`src/core/phy_ctrl_pkg.sv`:
```
// Package for the PHY control word: register map, field positions, reset values.
// Assumes a 32-bit Avalon-MM register bus with byte addresses.
package phy_ctrl_pkg;
  localparam logic [7:0]  PHY_CONTROL_ADDR = 8'h40;
  localparam logic [7:0]  IRQ_STATUS_ADDR  = 8'h44;
  localparam logic [7:0]  IRQ_ENABLE_ADDR  = 8'h48;
  localparam logic [7:0]  IRQ_CLEAR_ADDR   = 8'h4C;
  localparam logic [7:0]  LINE_STATE_ADDR  = 8'h50;
  localparam logic [7:0]  SUSPEND_ADDR     = 8'h54;
  localparam int          PD_DIS_BIT       = 18;
  localparam int          RST_CAUSE_BIT    = 13;
  localparam int          RES_CAUSE_BIT    = 12;
  localparam int          FILT_LSB         = 8;
  localparam int          FILT_W           = 4;
  localparam int          SUSP_EN_BIT      = 7;
  localparam int          CONF_LSB         = 4;
  localparam int          CONF_W           = 3;
  localparam logic [31:0] PHY_CONTROL_RST  = 32'h0000_0000;
  localparam logic [31:0] PHY_CONTROL_WMASK = 32'h0004_3FF0;
  localparam int          IRQ_W            = 3;
  localparam int          IRQ_RST_CAUSE    = 0;
  localparam int          IRQ_RES_CAUSE    = 1;
  localparam int          IRQ_LINE_CHG     = 2;
  localparam logic [1:0]  LS_SE0           = 2'h0;
  localparam logic [1:0]  LS_J             = 2'h1;
  localparam logic [1:0]  LS_K             = 2'h2;
  localparam int          CNT_W            = 16;
endpackage

```
`src/core/line_filter.sv`:
```
// Line-state filter: passes a raw state only after it is stable for 2**shift clocks.
// Assumes the raw line state is already synchronised to core_clk.
`timescale 1ns/1ns
module line_filter #(
  parameter int CNT_W = phy_ctrl_pkg::CNT_W
) (
  input  wire logic       core_clk,
  input  wire logic       rstn,
  input  wire logic [1:0] raw_state,
  input  wire logic [3:0] shift,
  output logic      [1:0] filt_state,
  output logic            filt_change
);
  logic [1:0]       cand_ff;
  logic [1:0]       filt_ff;
  logic [CNT_W:0]   cnt_ff;
  logic             chg_ff;
  logic [1:0]       nxt_cand;
  logic [1:0]       nxt_filt;
  logic [CNT_W:0]   nxt_cnt;
  logic             nxt_chg;
  logic [CNT_W:0]   target;

  always_comb begin
    target   = (CNT_W + 1)'(1) << shift;
    nxt_cand = raw_state;
    nxt_filt = filt_ff;
    nxt_cnt  = cnt_ff;
    nxt_chg  = 1'b0;
    if (raw_state != cand_ff) begin
      nxt_cnt = '0;
    end else if (cand_ff != filt_ff) begin
      if (cnt_ff + (CNT_W + 1)'(1) >= target) begin
        nxt_filt = cand_ff;
        nxt_chg  = 1'b1;
        nxt_cnt  = '0;
      end else begin
        nxt_cnt = cnt_ff + (CNT_W + 1)'(1);
      end
    end else begin
      nxt_cnt = '0;
    end
  end

  always_ff @(posedge core_clk or negedge rstn) begin
    if (!rstn) begin
      // Reset to the idle J level of the synchroniser, so no false change follows reset.
      cand_ff <= phy_ctrl_pkg::LS_J;
      filt_ff <= phy_ctrl_pkg::LS_J;
      cnt_ff  <= '0;
      chg_ff  <= 1'b0;
    end else begin
      cand_ff <= nxt_cand;
      filt_ff <= nxt_filt;
      cnt_ff  <= nxt_cnt;
      chg_ff  <= nxt_chg;
    end
  end

  assign filt_state  = filt_ff;
  assign filt_change = chg_ff;
endmodule

```
`src/core/usb_phy_control_resume.sv`:
```
// PHY control word, line-state filter and automatic resume cause capture.
// Assumes an Avalon-MM master on core_clk and asynchronous PHY line-state pins.
//
// Register access over Avalon-MM was left to the implementer.
`timescale 1ns/1ns
module usb_phy_control_resume (
  input  wire logic        core_clk,
  input  wire logic        rstn,
  input  wire logic [7:0]  avs_address,
  input  wire logic        avs_read,
  input  wire logic        avs_write,
  input  wire logic [31:0] avs_writedata,
  input  wire logic [3:0]  avs_byteenable,
  output logic      [31:0] avs_readdata,
  output logic             avs_waitrequest,
  input  wire logic [1:0]  phy_line_state,
  input  wire logic        phy_suspended,
  output logic             wide_port_a_pd_en,
  output logic             wide_port_b_pd_en,
  output logic      [2:0]  phy_strap_inputs,
  output logic             auto_resume,
  output logic             irq
);
  typedef enum logic [1:0] {
    BUS_IDLE = 2'b00,
    BUS_ACK  = 2'b01
  } bus_state_t;

  bus_state_t  bus_ff;
  bus_state_t  nxt_bus;
  logic [31:0] rdata_ff;
  logic [31:0] nxt_rdata;
  logic [31:0] ctrl_ff;
  logic [31:0] nxt_ctrl;
  logic [2:0]  sts_ff;
  logic [2:0]  nxt_sts;
  logic [2:0]  ien_ff;
  logic [2:0]  nxt_ien;
  logic        irq_ff;
  logic        nxt_irq;
  logic        pd_ff;
  logic        nxt_pd;
  logic        wait_ff;
  logic        nxt_wait;
  logic [2:0]  strap_ff;
  logic [2:0]  nxt_strap;
  logic        resume_ff;
  logic        nxt_resume;
  logic        susp_ff;
  logic        nxt_susp;
  logic [1:0]  ls_meta_ff;
  logic [1:0]  ls_sync_ff;
  logic        sp_meta_ff;
  logic        sp_sync_ff;
  logic [1:0]  filt_state;
  logic        filt_change;
  logic        wr_hit;
  logic        rd_hit;
  logic        resume_se0;
  logic        resume_k;

  line_filter #(
    .CNT_W (phy_ctrl_pkg::CNT_W)
  ) u_filter (
    .core_clk    (core_clk),
    .rstn        (rstn),
    .raw_state   (ls_sync_ff),
    .shift       (ctrl_ff[phy_ctrl_pkg::FILT_LSB +: phy_ctrl_pkg::FILT_W]),
    .filt_state  (filt_state),
    .filt_change (filt_change)
  );

  function automatic logic [31:0] merge_bytes(input logic [31:0] old_v,
                                              input logic [31:0] new_v,
                                              input logic [3:0]  be);
    logic [31:0] res;
    res = old_v;
    for (int i = 0; i < 4; i++) begin
      if (be[i]) begin
        res[i*8 +: 8] = new_v[i*8 +: 8];
      end
    end
    return res;
  endfunction

  // Pins from the PHY pass two flops before any use.
  always_ff @(posedge core_clk or negedge rstn) begin
    if (!rstn) begin
      ls_meta_ff <= phy_ctrl_pkg::LS_J;
      ls_sync_ff <= phy_ctrl_pkg::LS_J;
      sp_meta_ff <= 1'b0;
      sp_sync_ff <= 1'b0;
    end else begin
      ls_meta_ff <= phy_line_state;
      ls_sync_ff <= ls_meta_ff;
      sp_meta_ff <= phy_suspended;
      sp_sync_ff <= sp_meta_ff;
    end
  end

  // One wait state keeps read data registered; the answer comes one edge after the request.
  always_comb begin
    nxt_bus   = bus_ff;
    nxt_rdata = rdata_ff;
    wr_hit    = 1'b0;
    rd_hit    = 1'b0;
    case (bus_ff)
      BUS_IDLE: begin
        if (avs_read || avs_write) begin
          nxt_bus = BUS_ACK;
          rd_hit  = avs_read;
        end
      end
      BUS_ACK: begin
        nxt_bus = BUS_IDLE;
        wr_hit  = avs_write;
      end
      default: begin
        nxt_bus = BUS_IDLE;
      end
    endcase
    // Waitrequest is registered so the port comes straight from a flop.
    nxt_wait = (nxt_bus == BUS_IDLE);
    if (rd_hit) begin
      if (avs_address == phy_ctrl_pkg::PHY_CONTROL_ADDR) begin
        nxt_rdata = ctrl_ff;
      end else if (avs_address == phy_ctrl_pkg::IRQ_STATUS_ADDR) begin
        nxt_rdata = {29'h0000_0000, sts_ff};
      end else if (avs_address == phy_ctrl_pkg::IRQ_ENABLE_ADDR) begin
        nxt_rdata = {29'h0000_0000, ien_ff};
      end else if (avs_address == phy_ctrl_pkg::LINE_STATE_ADDR) begin
        nxt_rdata = {28'h000_0000, ls_sync_ff, filt_state};
      end else if (avs_address == phy_ctrl_pkg::SUSPEND_ADDR) begin
        nxt_rdata = {30'h0000_0000, resume_ff, susp_ff};
      end else begin
        nxt_rdata = 32'h0000_0000;
      end
    end
  end

  always_ff @(posedge core_clk or negedge rstn) begin
    if (!rstn) begin
      bus_ff   <= BUS_IDLE;
      rdata_ff <= 32'h0000_0000;
      wait_ff  <= 1'b1;
    end else begin
      bus_ff   <= nxt_bus;
      rdata_ff <= nxt_rdata;
      wait_ff  <= nxt_wait;
    end
  end

  always_comb begin
    nxt_ctrl   = ctrl_ff;
    nxt_sts    = sts_ff;
    nxt_ien    = ien_ff;
    nxt_susp   = sp_sync_ff;
    nxt_resume = 1'b0;
    resume_se0 = 1'b0;
    resume_k   = 1'b0;
    if (ctrl_ff[phy_ctrl_pkg::SUSP_EN_BIT] && susp_ff && filt_change) begin
      resume_se0 = (filt_state == phy_ctrl_pkg::LS_SE0);
      resume_k   = (filt_state == phy_ctrl_pkg::LS_K);
      nxt_resume = resume_se0 || resume_k;
    end
    if (wr_hit) begin
      if (avs_address == phy_ctrl_pkg::PHY_CONTROL_ADDR) begin
        nxt_ctrl = merge_bytes(ctrl_ff, avs_writedata, avs_byteenable)
                   & phy_ctrl_pkg::PHY_CONTROL_WMASK;
      end else if (avs_address == phy_ctrl_pkg::IRQ_ENABLE_ADDR) begin
        nxt_ien = avs_writedata[phy_ctrl_pkg::IRQ_W-1:0];
      end else if (avs_address == phy_ctrl_pkg::IRQ_CLEAR_ADDR) begin
        nxt_sts = sts_ff & ~avs_writedata[phy_ctrl_pkg::IRQ_W-1:0];
      end
    end
    // Hardware sets land after software writes, so an event in a clear cycle is kept.
    // Capture SE0 cause.
    if (resume_se0) begin
      nxt_ctrl[phy_ctrl_pkg::RST_CAUSE_BIT] = 1'b1;
      nxt_sts[phy_ctrl_pkg::IRQ_RST_CAUSE]  = 1'b1;
    end
    if (resume_k) begin
      nxt_ctrl[phy_ctrl_pkg::RES_CAUSE_BIT] = 1'b1;
      nxt_sts[phy_ctrl_pkg::IRQ_RES_CAUSE]  = 1'b1;
    end
    if (filt_change) begin
      nxt_sts[phy_ctrl_pkg::IRQ_LINE_CHG] = 1'b1;
    end
    nxt_irq   = |(nxt_sts & nxt_ien);
    nxt_pd    = ~nxt_ctrl[phy_ctrl_pkg::PD_DIS_BIT];
    nxt_strap = nxt_ctrl[phy_ctrl_pkg::CONF_LSB +: phy_ctrl_pkg::CONF_W];
  end

  always_ff @(posedge core_clk or negedge rstn) begin
    if (!rstn) begin
      ctrl_ff   <= phy_ctrl_pkg::PHY_CONTROL_RST;
      sts_ff    <= '0;
      ien_ff    <= '0;
      irq_ff    <= 1'b0;
      pd_ff     <= 1'b1;
      strap_ff  <= 3'h0;
      resume_ff <= 1'b0;
      susp_ff   <= 1'b0;
    end else begin
      ctrl_ff   <= nxt_ctrl;
      sts_ff    <= nxt_sts;
      ien_ff    <= nxt_ien;
      irq_ff    <= nxt_irq;
      pd_ff     <= nxt_pd;
      strap_ff  <= nxt_strap;
      resume_ff <= nxt_resume;
      susp_ff   <= nxt_susp;
    end
  end

  assign avs_readdata      = rdata_ff;
  assign avs_waitrequest   = wait_ff;
  assign wide_port_a_pd_en = pd_ff;
  assign wide_port_b_pd_en = pd_ff;
  assign phy_strap_inputs  = strap_ff;
  assign auto_resume       = resume_ff;
  assign irq               = irq_ff;
endmodule

```
`config.mk`:
```
export PLATFORM = sky130hd
export DESIGN_NAME = usb_phy_control_resume
export DESIGN_NICKNAME = d
export VERILOG_FILES = /design/src/core/phy_ctrl_pkg.sv /design/src/core/line_filter.sv /design/src/core/usb_phy_control_resume.sv
export SDC_FILE = /design/constraint.sdc
export NUM_CORES = 1
export LEC_CHECK = 0
export ABC_AREA = 1
export BUFFER_PORTS_ARGS = -buffer_cell sky130_fd_sc_hd__buf_4
export CORE_ASPECT_RATIO = 1.5
export CORE_UTILIZATION = 45
export DETAILED_ROUTE_END_ITERATION = 8
export GPL_ROUTABILITY_DRIVEN = 0
export PLACE_DENSITY = 0.69
export SLEW_MARGIN = 10
export SYNTH_ARGS = -nofsm -noshare
export SYNTH_HDL_FRONTEND = slang
export SYNTH_SLANG_ARGS = --single-unit
```
`constraint.sdc`:
```
create_clock -name core_clk -period 5.08 [get_ports core_clk]
set_input_delay 0.508 -clock core_clk [delete_from_list [all_inputs] [get_ports core_clk]]
set_output_delay 0.508 -clock core_clk [all_outputs]
set_load 0.01 [all_outputs]
```
==> impl_metrics.ini, run 1 <==
[drt]
dr.pass1.iters = 4
via_count = 2962
totalWireLength_mm = 7.69
drtIter0Drc = 202
vias_per_cell = 4.99
post-route-drc-count = 0
wl_per_cell_um = 12.9
ant_nets = 0

[power]
p_int_mw = 1.01
pwr-share-comb = 0.077
swShare = 0.225
ir_worst_vdd_mv = 0.219
p_per_area_nw_per_um2 = 299
clockPowerShare = 0.485
power_leakage_nw = 2.33
switching_power_mw = 0.293
seqPwrFrac = 0.438

[critical_path]
cp-start-kind = flop
required_ns = 5.35
r2r-start = u_filter.cnt_ff[0]
reg2reg_depth = 20
crit_fanout = 16
crit_start = u_filter.cnt_ff[0]
endpoint_kind = flop
crit_type = reg -> reg
rr_endpoint = u_filter.cnt_ff[15]
regToRegSetupSlack_ns = 1.97
endpoint = u_filter.cnt_ff[15]
arrival_ns = 3.38

[cts]
root_buffer = clkbuf_16
cts_buffer_depth = 2
cts_tree = yes
cts_resized = 0
path_clk_slew_ns = 0.05
worst_skew_pair.late_latency_ns = 0.33
cts-buffers-inserted = 9
cts_sinks = 67
htreeDepth = 3
postCtsSetupRepairBufs = 0
postCtsHoldBufs = 0

[logic_synthesis]
synth-edff-count = 0
yosysMostFrequentCell = nand2_1
yosys_most_used_dff = dfrtp_1
synth_seq_cells = 67
ys_warn_count = 0
synth_cell_type_count = 40
synth.area.top_cells = dfrtp_1 (42%), nand2_1 (9.3%), inv_1 (6.6%)
avgSynthCellArea_um2 = 8.42
synth.top_cells.by_count = nand2_1 (90), inv_1 (64), dfrtp_1 (61)
yosysTopAreaCell = dfrtp_1
syn_area_um2 = 3640
synth-seq-area-share = 0.463
synthDominantCellAreaShare = 0.420
netlist_instances = 432
async_reset_ff_frac = 1.00

[die]
io_pins = 91
core_um2 = 7710
die_y_um = 112
start_util = 0.472
die_x_um = 75.4
die-area_um2 = 8450
num_rows = 39

[placed_design]
dp_hpwl_mm = 5.68
dp.cells = 579
io_buffers = 54
place_area_um2 = 4060

[global_route]
grt_use_total = 0.211
grt_max_degree = 68
grt_overflow = 0
antenna_found_initial = 0
grt_pass1_wl_mm = 13.2
first_global_vias = 3001

[timing]
setup_viol = 0
drv_slew = 0
finalHoldViolCount = 0
rsz0062_at_grt = no
tightest_slew_ns = 0.833
tns_ns = 0
min_period_over_period = 0.612
slew-limit-headroom = 0.445
clock_skew_ns = 0.00545
clock.fmax_mhz = 322
fin_crit_ns = 3.11

[job]
drv_cap = 0

[finish]
instances_no_fill = 594
finalNetCount = 556
area_growth_syn_to_layout_pct = 19.9
drive_gt1_frac = 0.215
design_area_um2 = 4360
antenna_cells = 0

[worst_hold_path]
hp-class = in -> async

[outcome]
run_status = finished clean
-- stage by stage --
| step | setup WS (ns) | power, mW | utilization | hold WS [ns] |
|---|---|---|---|---|
| after floorplan | 2.45 | 0.638 | - | 0.212 |
| after global placement | 2.02 | 0.677 | 0.526 | 0.333 |
| after detailed placement | 1.95 | 0.679 | 0.526 | 0.336 |
| after CTS | 1.93 | 1.32 | 0.566 | 0.267 |
| after global routing | 1.53 | 1.36 | 0.566 | 0.263 |
| final | 1.97 | 1.30 | 0.566 | 0.279 |
-- per-layer routing --
layer | track usage | share of wire | wire length [um] | vias up
li1 | - | - | - | 1469
met1 | 0.226 | 0.37 | 2840 | 1400
met2 | 0.369 | 0.57 | 4350 | 75
met3 | 0.0601 | 0.039 | 302 | 18
met4 | 0.101 | 0.025 | 194 | 0
met5 | 0 | 0 | 0 | -
-- how the worst min path moves through the flow --
stage | slack, ns | cells after the start | to
after floorplan | 0.21 | 0 | auto_resume
after global placement | 0.33 | 0 | susp_ff
after detailed placement | 0.34 | 0 | susp_ff
after CTS | 0.27 | 1 | ls_meta_ff[0]
after global routing | 0.26 | 1 | ls_meta_ff[0]
final | 0.28 | 1 | u_filter.cnt_ff[4]
-- flip-flops by register name, indices dropped and copies added (netlist names), 2 cells and up --
register	flops
ctrl_ff	9
avs_readdata	15
phy_strap_inputs	2
u_filter.cnt_ff	17
u_filter.filt_state	2
u_filter.cand_ff	2
ls_sync_ff	2
bus_ff	2
sts_ff	3
ien_ff	3
ls_meta_ff	2
-- critical path, stage by stage, from the launching register on --
cell and delay, ns:
dfrtp_1 0.43, nand4_1 0.17, nor2_2 0.16, nand2_1 0.09
nor2_1 0.20, inv_1 0.11, nor2_2 0.14, nand2_1 0.12
o21ai_0 0.16, nand2_1 0.11, inv_1 0.07, ha_1 0.22
nand2_1 0.06, inv_1 0.05, nand4_1 0.08, nor2_1 0.04
nor2_1 0.09, nand2_1 0.07, nor2_2 0.14, nand3_4 0.25
and2b_1 0.29
-- layout by cell type, fill, tap and decap left out, drive strengths merged, types with 2 or more instances in the layout --
cell type / instances
nand2: 94
inv: 64
dfrtp: 61
buf: 56
nor2: 51
nand3: 27
nand4: 22
conb: 19
ha: 17
o21ai: 14
clkbuf: 13
a21oi: 11
dfstp: 6
nor3: 5
mux2: 4
xor2: 3
a211oi: 3
or2: 2
a31o: 2
xnor2: 2
o211ai: 2
nor4: 2
-- area by class of cell --
type	count	area, um2
inverter	64	240
clock buffer	13	270
tap	102	128
sequential	67	1680
timing repair buffer	56	420
fill	751	3350
multi-input combinational	290	1580
clock inverter	2	35.0
-- logic make-up after synthesis --
group,count (synthesis),synth area share
fa+ha+maj,17,0.0585
mux,4,0.0124
other cells,1,0.00103
flops,67,0.463
buf+inv,93,0.120
xor+xnor,5,0.0120
simple gates,207,0.271
compound gates,38,0.0623
-- power groups by stage --
stage,sequential (mW),clock (mW),combinational [mW]
2_1_floorplan,0.576,0,0.0623
6_report,0.570,0.632,0.100
3_5_place_dp,0.578,0,0.101
4_1_cts,0.570,0.650,0.101
3_3_place_gp,0.578,0,0.0985
5_1_grt,0.571,0.672,0.114
No activity file was read; power rests on OpenSTA's default activity.
==> run 2: changes to the inputs <==
--- a/config.mk
+++ b/config.mk
@@ -5,13 +5,13 @@
 export SDC_FILE = /design/constraint.sdc
 export NUM_CORES = 1
 export LEC_CHECK = 0
-export ABC_AREA = 1
+export ABC_AREA = 0
 export BUFFER_PORTS_ARGS = -buffer_cell sky130_fd_sc_hd__buf_4
 export CORE_ASPECT_RATIO = 1.5
 export CORE_UTILIZATION = 45
 export DETAILED_ROUTE_END_ITERATION = 8
 export GPL_ROUTABILITY_DRIVEN = 0
-export PLACE_DENSITY = 0.69
+export PLACE_DENSITY = 0.7
 export SLEW_MARGIN = 10
 export SYNTH_ARGS = -nofsm -noshare
 export SYNTH_HDL_FRONTEND = slang
==> constraint.sdc (replaced) <==
create_clock -name core_clk -period 3.1 [get_ports core_clk]
set_input_delay 0.31 -clock core_clk [delete_from_list [all_inputs] [get_ports core_clk]]
set_output_delay 0.31 -clock core_clk [all_outputs]
set_load 0.01 [all_outputs]
==> run 2 against run 1 <==
Area after synthesis decreased by 5.0%. Sequential share of layout area rose by 1.4 points. Clock power grew 14%. Synthesized cell count is 23% lower. Count of clock-buffer cells in the layout down 1. Clock skew rose by 0.0084 ns. Maximum frequency rose by 4.1%. Utilization is 0.93 points higher. Combinational power is 44% higher. Final cell count down 15%. Hold slack worse by 0.24 ns. Critical endpoint is now u_filter.cnt_ff[3]. Largest power group is now sequential cells.
==> impl_metrics.ini, run 2 <==
[outcome]
run_status = finished clean

[logic_synthesis]
synth-seq-area-share = 0.488
ys_warn_count = 0
synth.top_cells.by_count = dfrtp_1 (61), nand2_1 (59), buf_4 (21)
netlist_instances = 334
avgSynthCellArea_um2 = 10.3
yosys_most_used_dff = dfrtp_1
syn_area_um2 = 3450
synthDominantCellAreaShare = 0.442
synth-edff-count = 0
synth_seq_cells = 67
synth.area.top_cells = dfrtp_1 (44%), nand2_1 (6.4%), ha_1 (6.2%)
yosysTopAreaCell = dfrtp_1
async_reset_ff_frac = 1.00
yosysMostFrequentCell = dfrtp_1
synth_cell_type_count = 48

[critical_path]
required_ns = 3.39
crit_fanout = 8
arrival_ns = 3.28
crit_type = reg -> reg
regToRegSetupSlack_ns = 0.11
endpoint_kind = flop
cp-start-kind = flop

[drt]
via_count = 2547
drtIter0Drc = 131
post-route-drc-count = 0
wl_per_cell_um = 13.9
vias_per_cell = 5.03
ant_nets = 0
dr.pass1.iters = 5
totalWireLength_mm = 7.03

[placed_design]
io_buffers = 54
dp_hpwl_mm = 5.15
place_area_um2 = 3920

[timing]
clock_skew_ns = 0.0138
clock.fmax_mhz = 335
min_period_over_period = 0.964
fin_crit_ns = 2.99
finalHoldViolCount = 0
slew-limit-headroom = 0.451
drv_slew = 0
tightest_slew_ns = 0.824
setup_viol = 0

[global_route]
first_global_vias = 2506
grt_pass1_wl_mm = 11.0
grt_overflow = 0
antenna_found_initial = 0
grt_max_degree = 68
grt_use_total = 0.185

[finish]
largest_reg_flops = 17
top_register = u_filter.cnt_ff
antenna_cells = 0
final_cell_mix = buf_4 (66), dfrtp_1 (61), nand2_1 (59)
design_area_um2 = 4210
area_growth_syn_to_layout_pct = 21.9
drive_gt1_frac = 0.310
finalNetCount = 469
filler_cell_count = 672
fin_util = 0.575
layout_commonest_cell = buf_4

[cts]
htreeDepth = 3
cts_sinks = 67
path_clk_slew_ns = 0.08
worst_skew_pair.late_latency_ns = 0.35
root_buffer = clkbuf_8
cts_tree = yes
cts_buffer_depth = 2
cts-buffers-inserted = 9

[die]
num_rows = 38
die_x_um = 73.5
die_y_um = 109
die-area_um2 = 8040
io_pins = 91
start_util = 0.472
core_um2 = 7320

[worst_hold_path]
hp-class = in -> async

[job]
drv_cap = 0

[power]
p_per_area_nw_per_um2 = 429
ir_worst_vdd_mv = 0.319
power_leakage_nw = 2.06
## run 2: cell count changes in the layout (fill, tap and decap cells not counted), sizes merged, moves of 5 or more
cell / change
inv: -59
nor2: -38
nand2: -35
nand4: -17
nor2b: +15
buf: +10
nand3: -10
o21ai: -10
mux2: +9
xnor2: +8
a21oi: +6
and2: +6
a22oi: +5
xor2: +5
## run 2: final timing paths
| kind | start | end | cells after the start |
|---|---|---|---|
| worst max-delay path | u_filter.cnt_ff[1] | u_filter.cnt_ff[3] | 13 |
| worst min-delay path | rstn | u_filter.cnt_ff[11] | 1 |
| worst max register to register | u_filter.cnt_ff[1] | u_filter.cnt_ff[3] | 13 |
| worst min register to register | ls_meta_ff[0] | ls_sync_ff[0] | 0 |
| max in group asynchronous | rstn | ctrl_ff[6] | 1 |
| min in group core_clk | phy_line_state[0] | ls_meta_ff[0] | 1 |
## run 2: stage by stage
| step | setup TNS, ns | setup slack [ns] | hold WS [ns] | std cells | total power [mW] |
|---|---|---|---|---|---|
| after floorplan | 0 | 0.0869 | 0.0144 | 352 | 1.03 |
| after global placement | -0.205 | -0.0420 | 0.333 | 485 | 1.09 |
| after detailed placement | -0.264 | -0.0529 | 0.336 | 485 | 1.09 |
| after CTS | 0 | 0.00506 | 0.0554 | 503 | 1.82 |
| after global routing | -0.0436 | -0.0163 | 0.0556 | 506 | 1.88 |
| final | 0 | 0.111 | 0.0434 | 506 | 1.80 |
## run 2: final cells by class
type	instances	area, um2	share of cell area
sequential	67	1680	0.400
inverter	4	15.0	0.00357
tap	100	125	0.0297
multi-input combinational	253	1700	0.403
clock buffer	12	145	0.0345
timing repair buffer	66	495	0.118
clock inverter	4	48.8	0.0116
## run 2: where the power goes
part           internal, mW  total [mW]  switching, mW  leakage (nW)
registers             0.911       0.941         0.0295         0.881
logic                0.0709       0.144         0.0731          1.08
clock network         0.394       0.719          0.325         0.101
total                  1.38        1.80          0.428          2.06
## run 2: what timing repair did
item / in CTS / in global routing
gates cloned: 0 / 1
setup buffers: 2 / 2
resized for setup: 2 / 13
pin swaps: 4 / 9
endpoints found under the setup margin: 7 / 19
hold buffers: 0 / 0
hold endpoints to repair: 0 / 0
## run 2: critical path: stages, from the launching register on
cell,delay (ns)
dfrtp_1,0.39
ha_2,0.19
and2_4,0.15
and2_4,0.13
and3_4,0.18
and3_4,0.18
xor2_2,0.17
ha_1,0.32
a21oi_2,0.14
o21bai_1,0.09
a221oi_2,0.20
a21boi_2,0.11
or3_4,0.46
and2b_1,0.21
## run 2: cell families after synthesis
group	Yosys count	share of synthesized area
DFF	67	0.488
other	1	0.00109
and+or+nand+nor	143	0.223
adders and majority gates	17	0.0616
buffers and inverters	33	0.0608
muxes	14	0.0453
AOI/OAI and AO/OA	41	0.0753
xor gates and xnor gates	18	0.0456
## run 2: per-layer routing
layer,up-vias,global-route usage,share of wire
li1,1249,-,-
met2,57,0.320,0.53
met1,1225,0.210,0.41
met4,0,0.113,0.028
met5,-,0,0
met3,16,0.0293,0.031
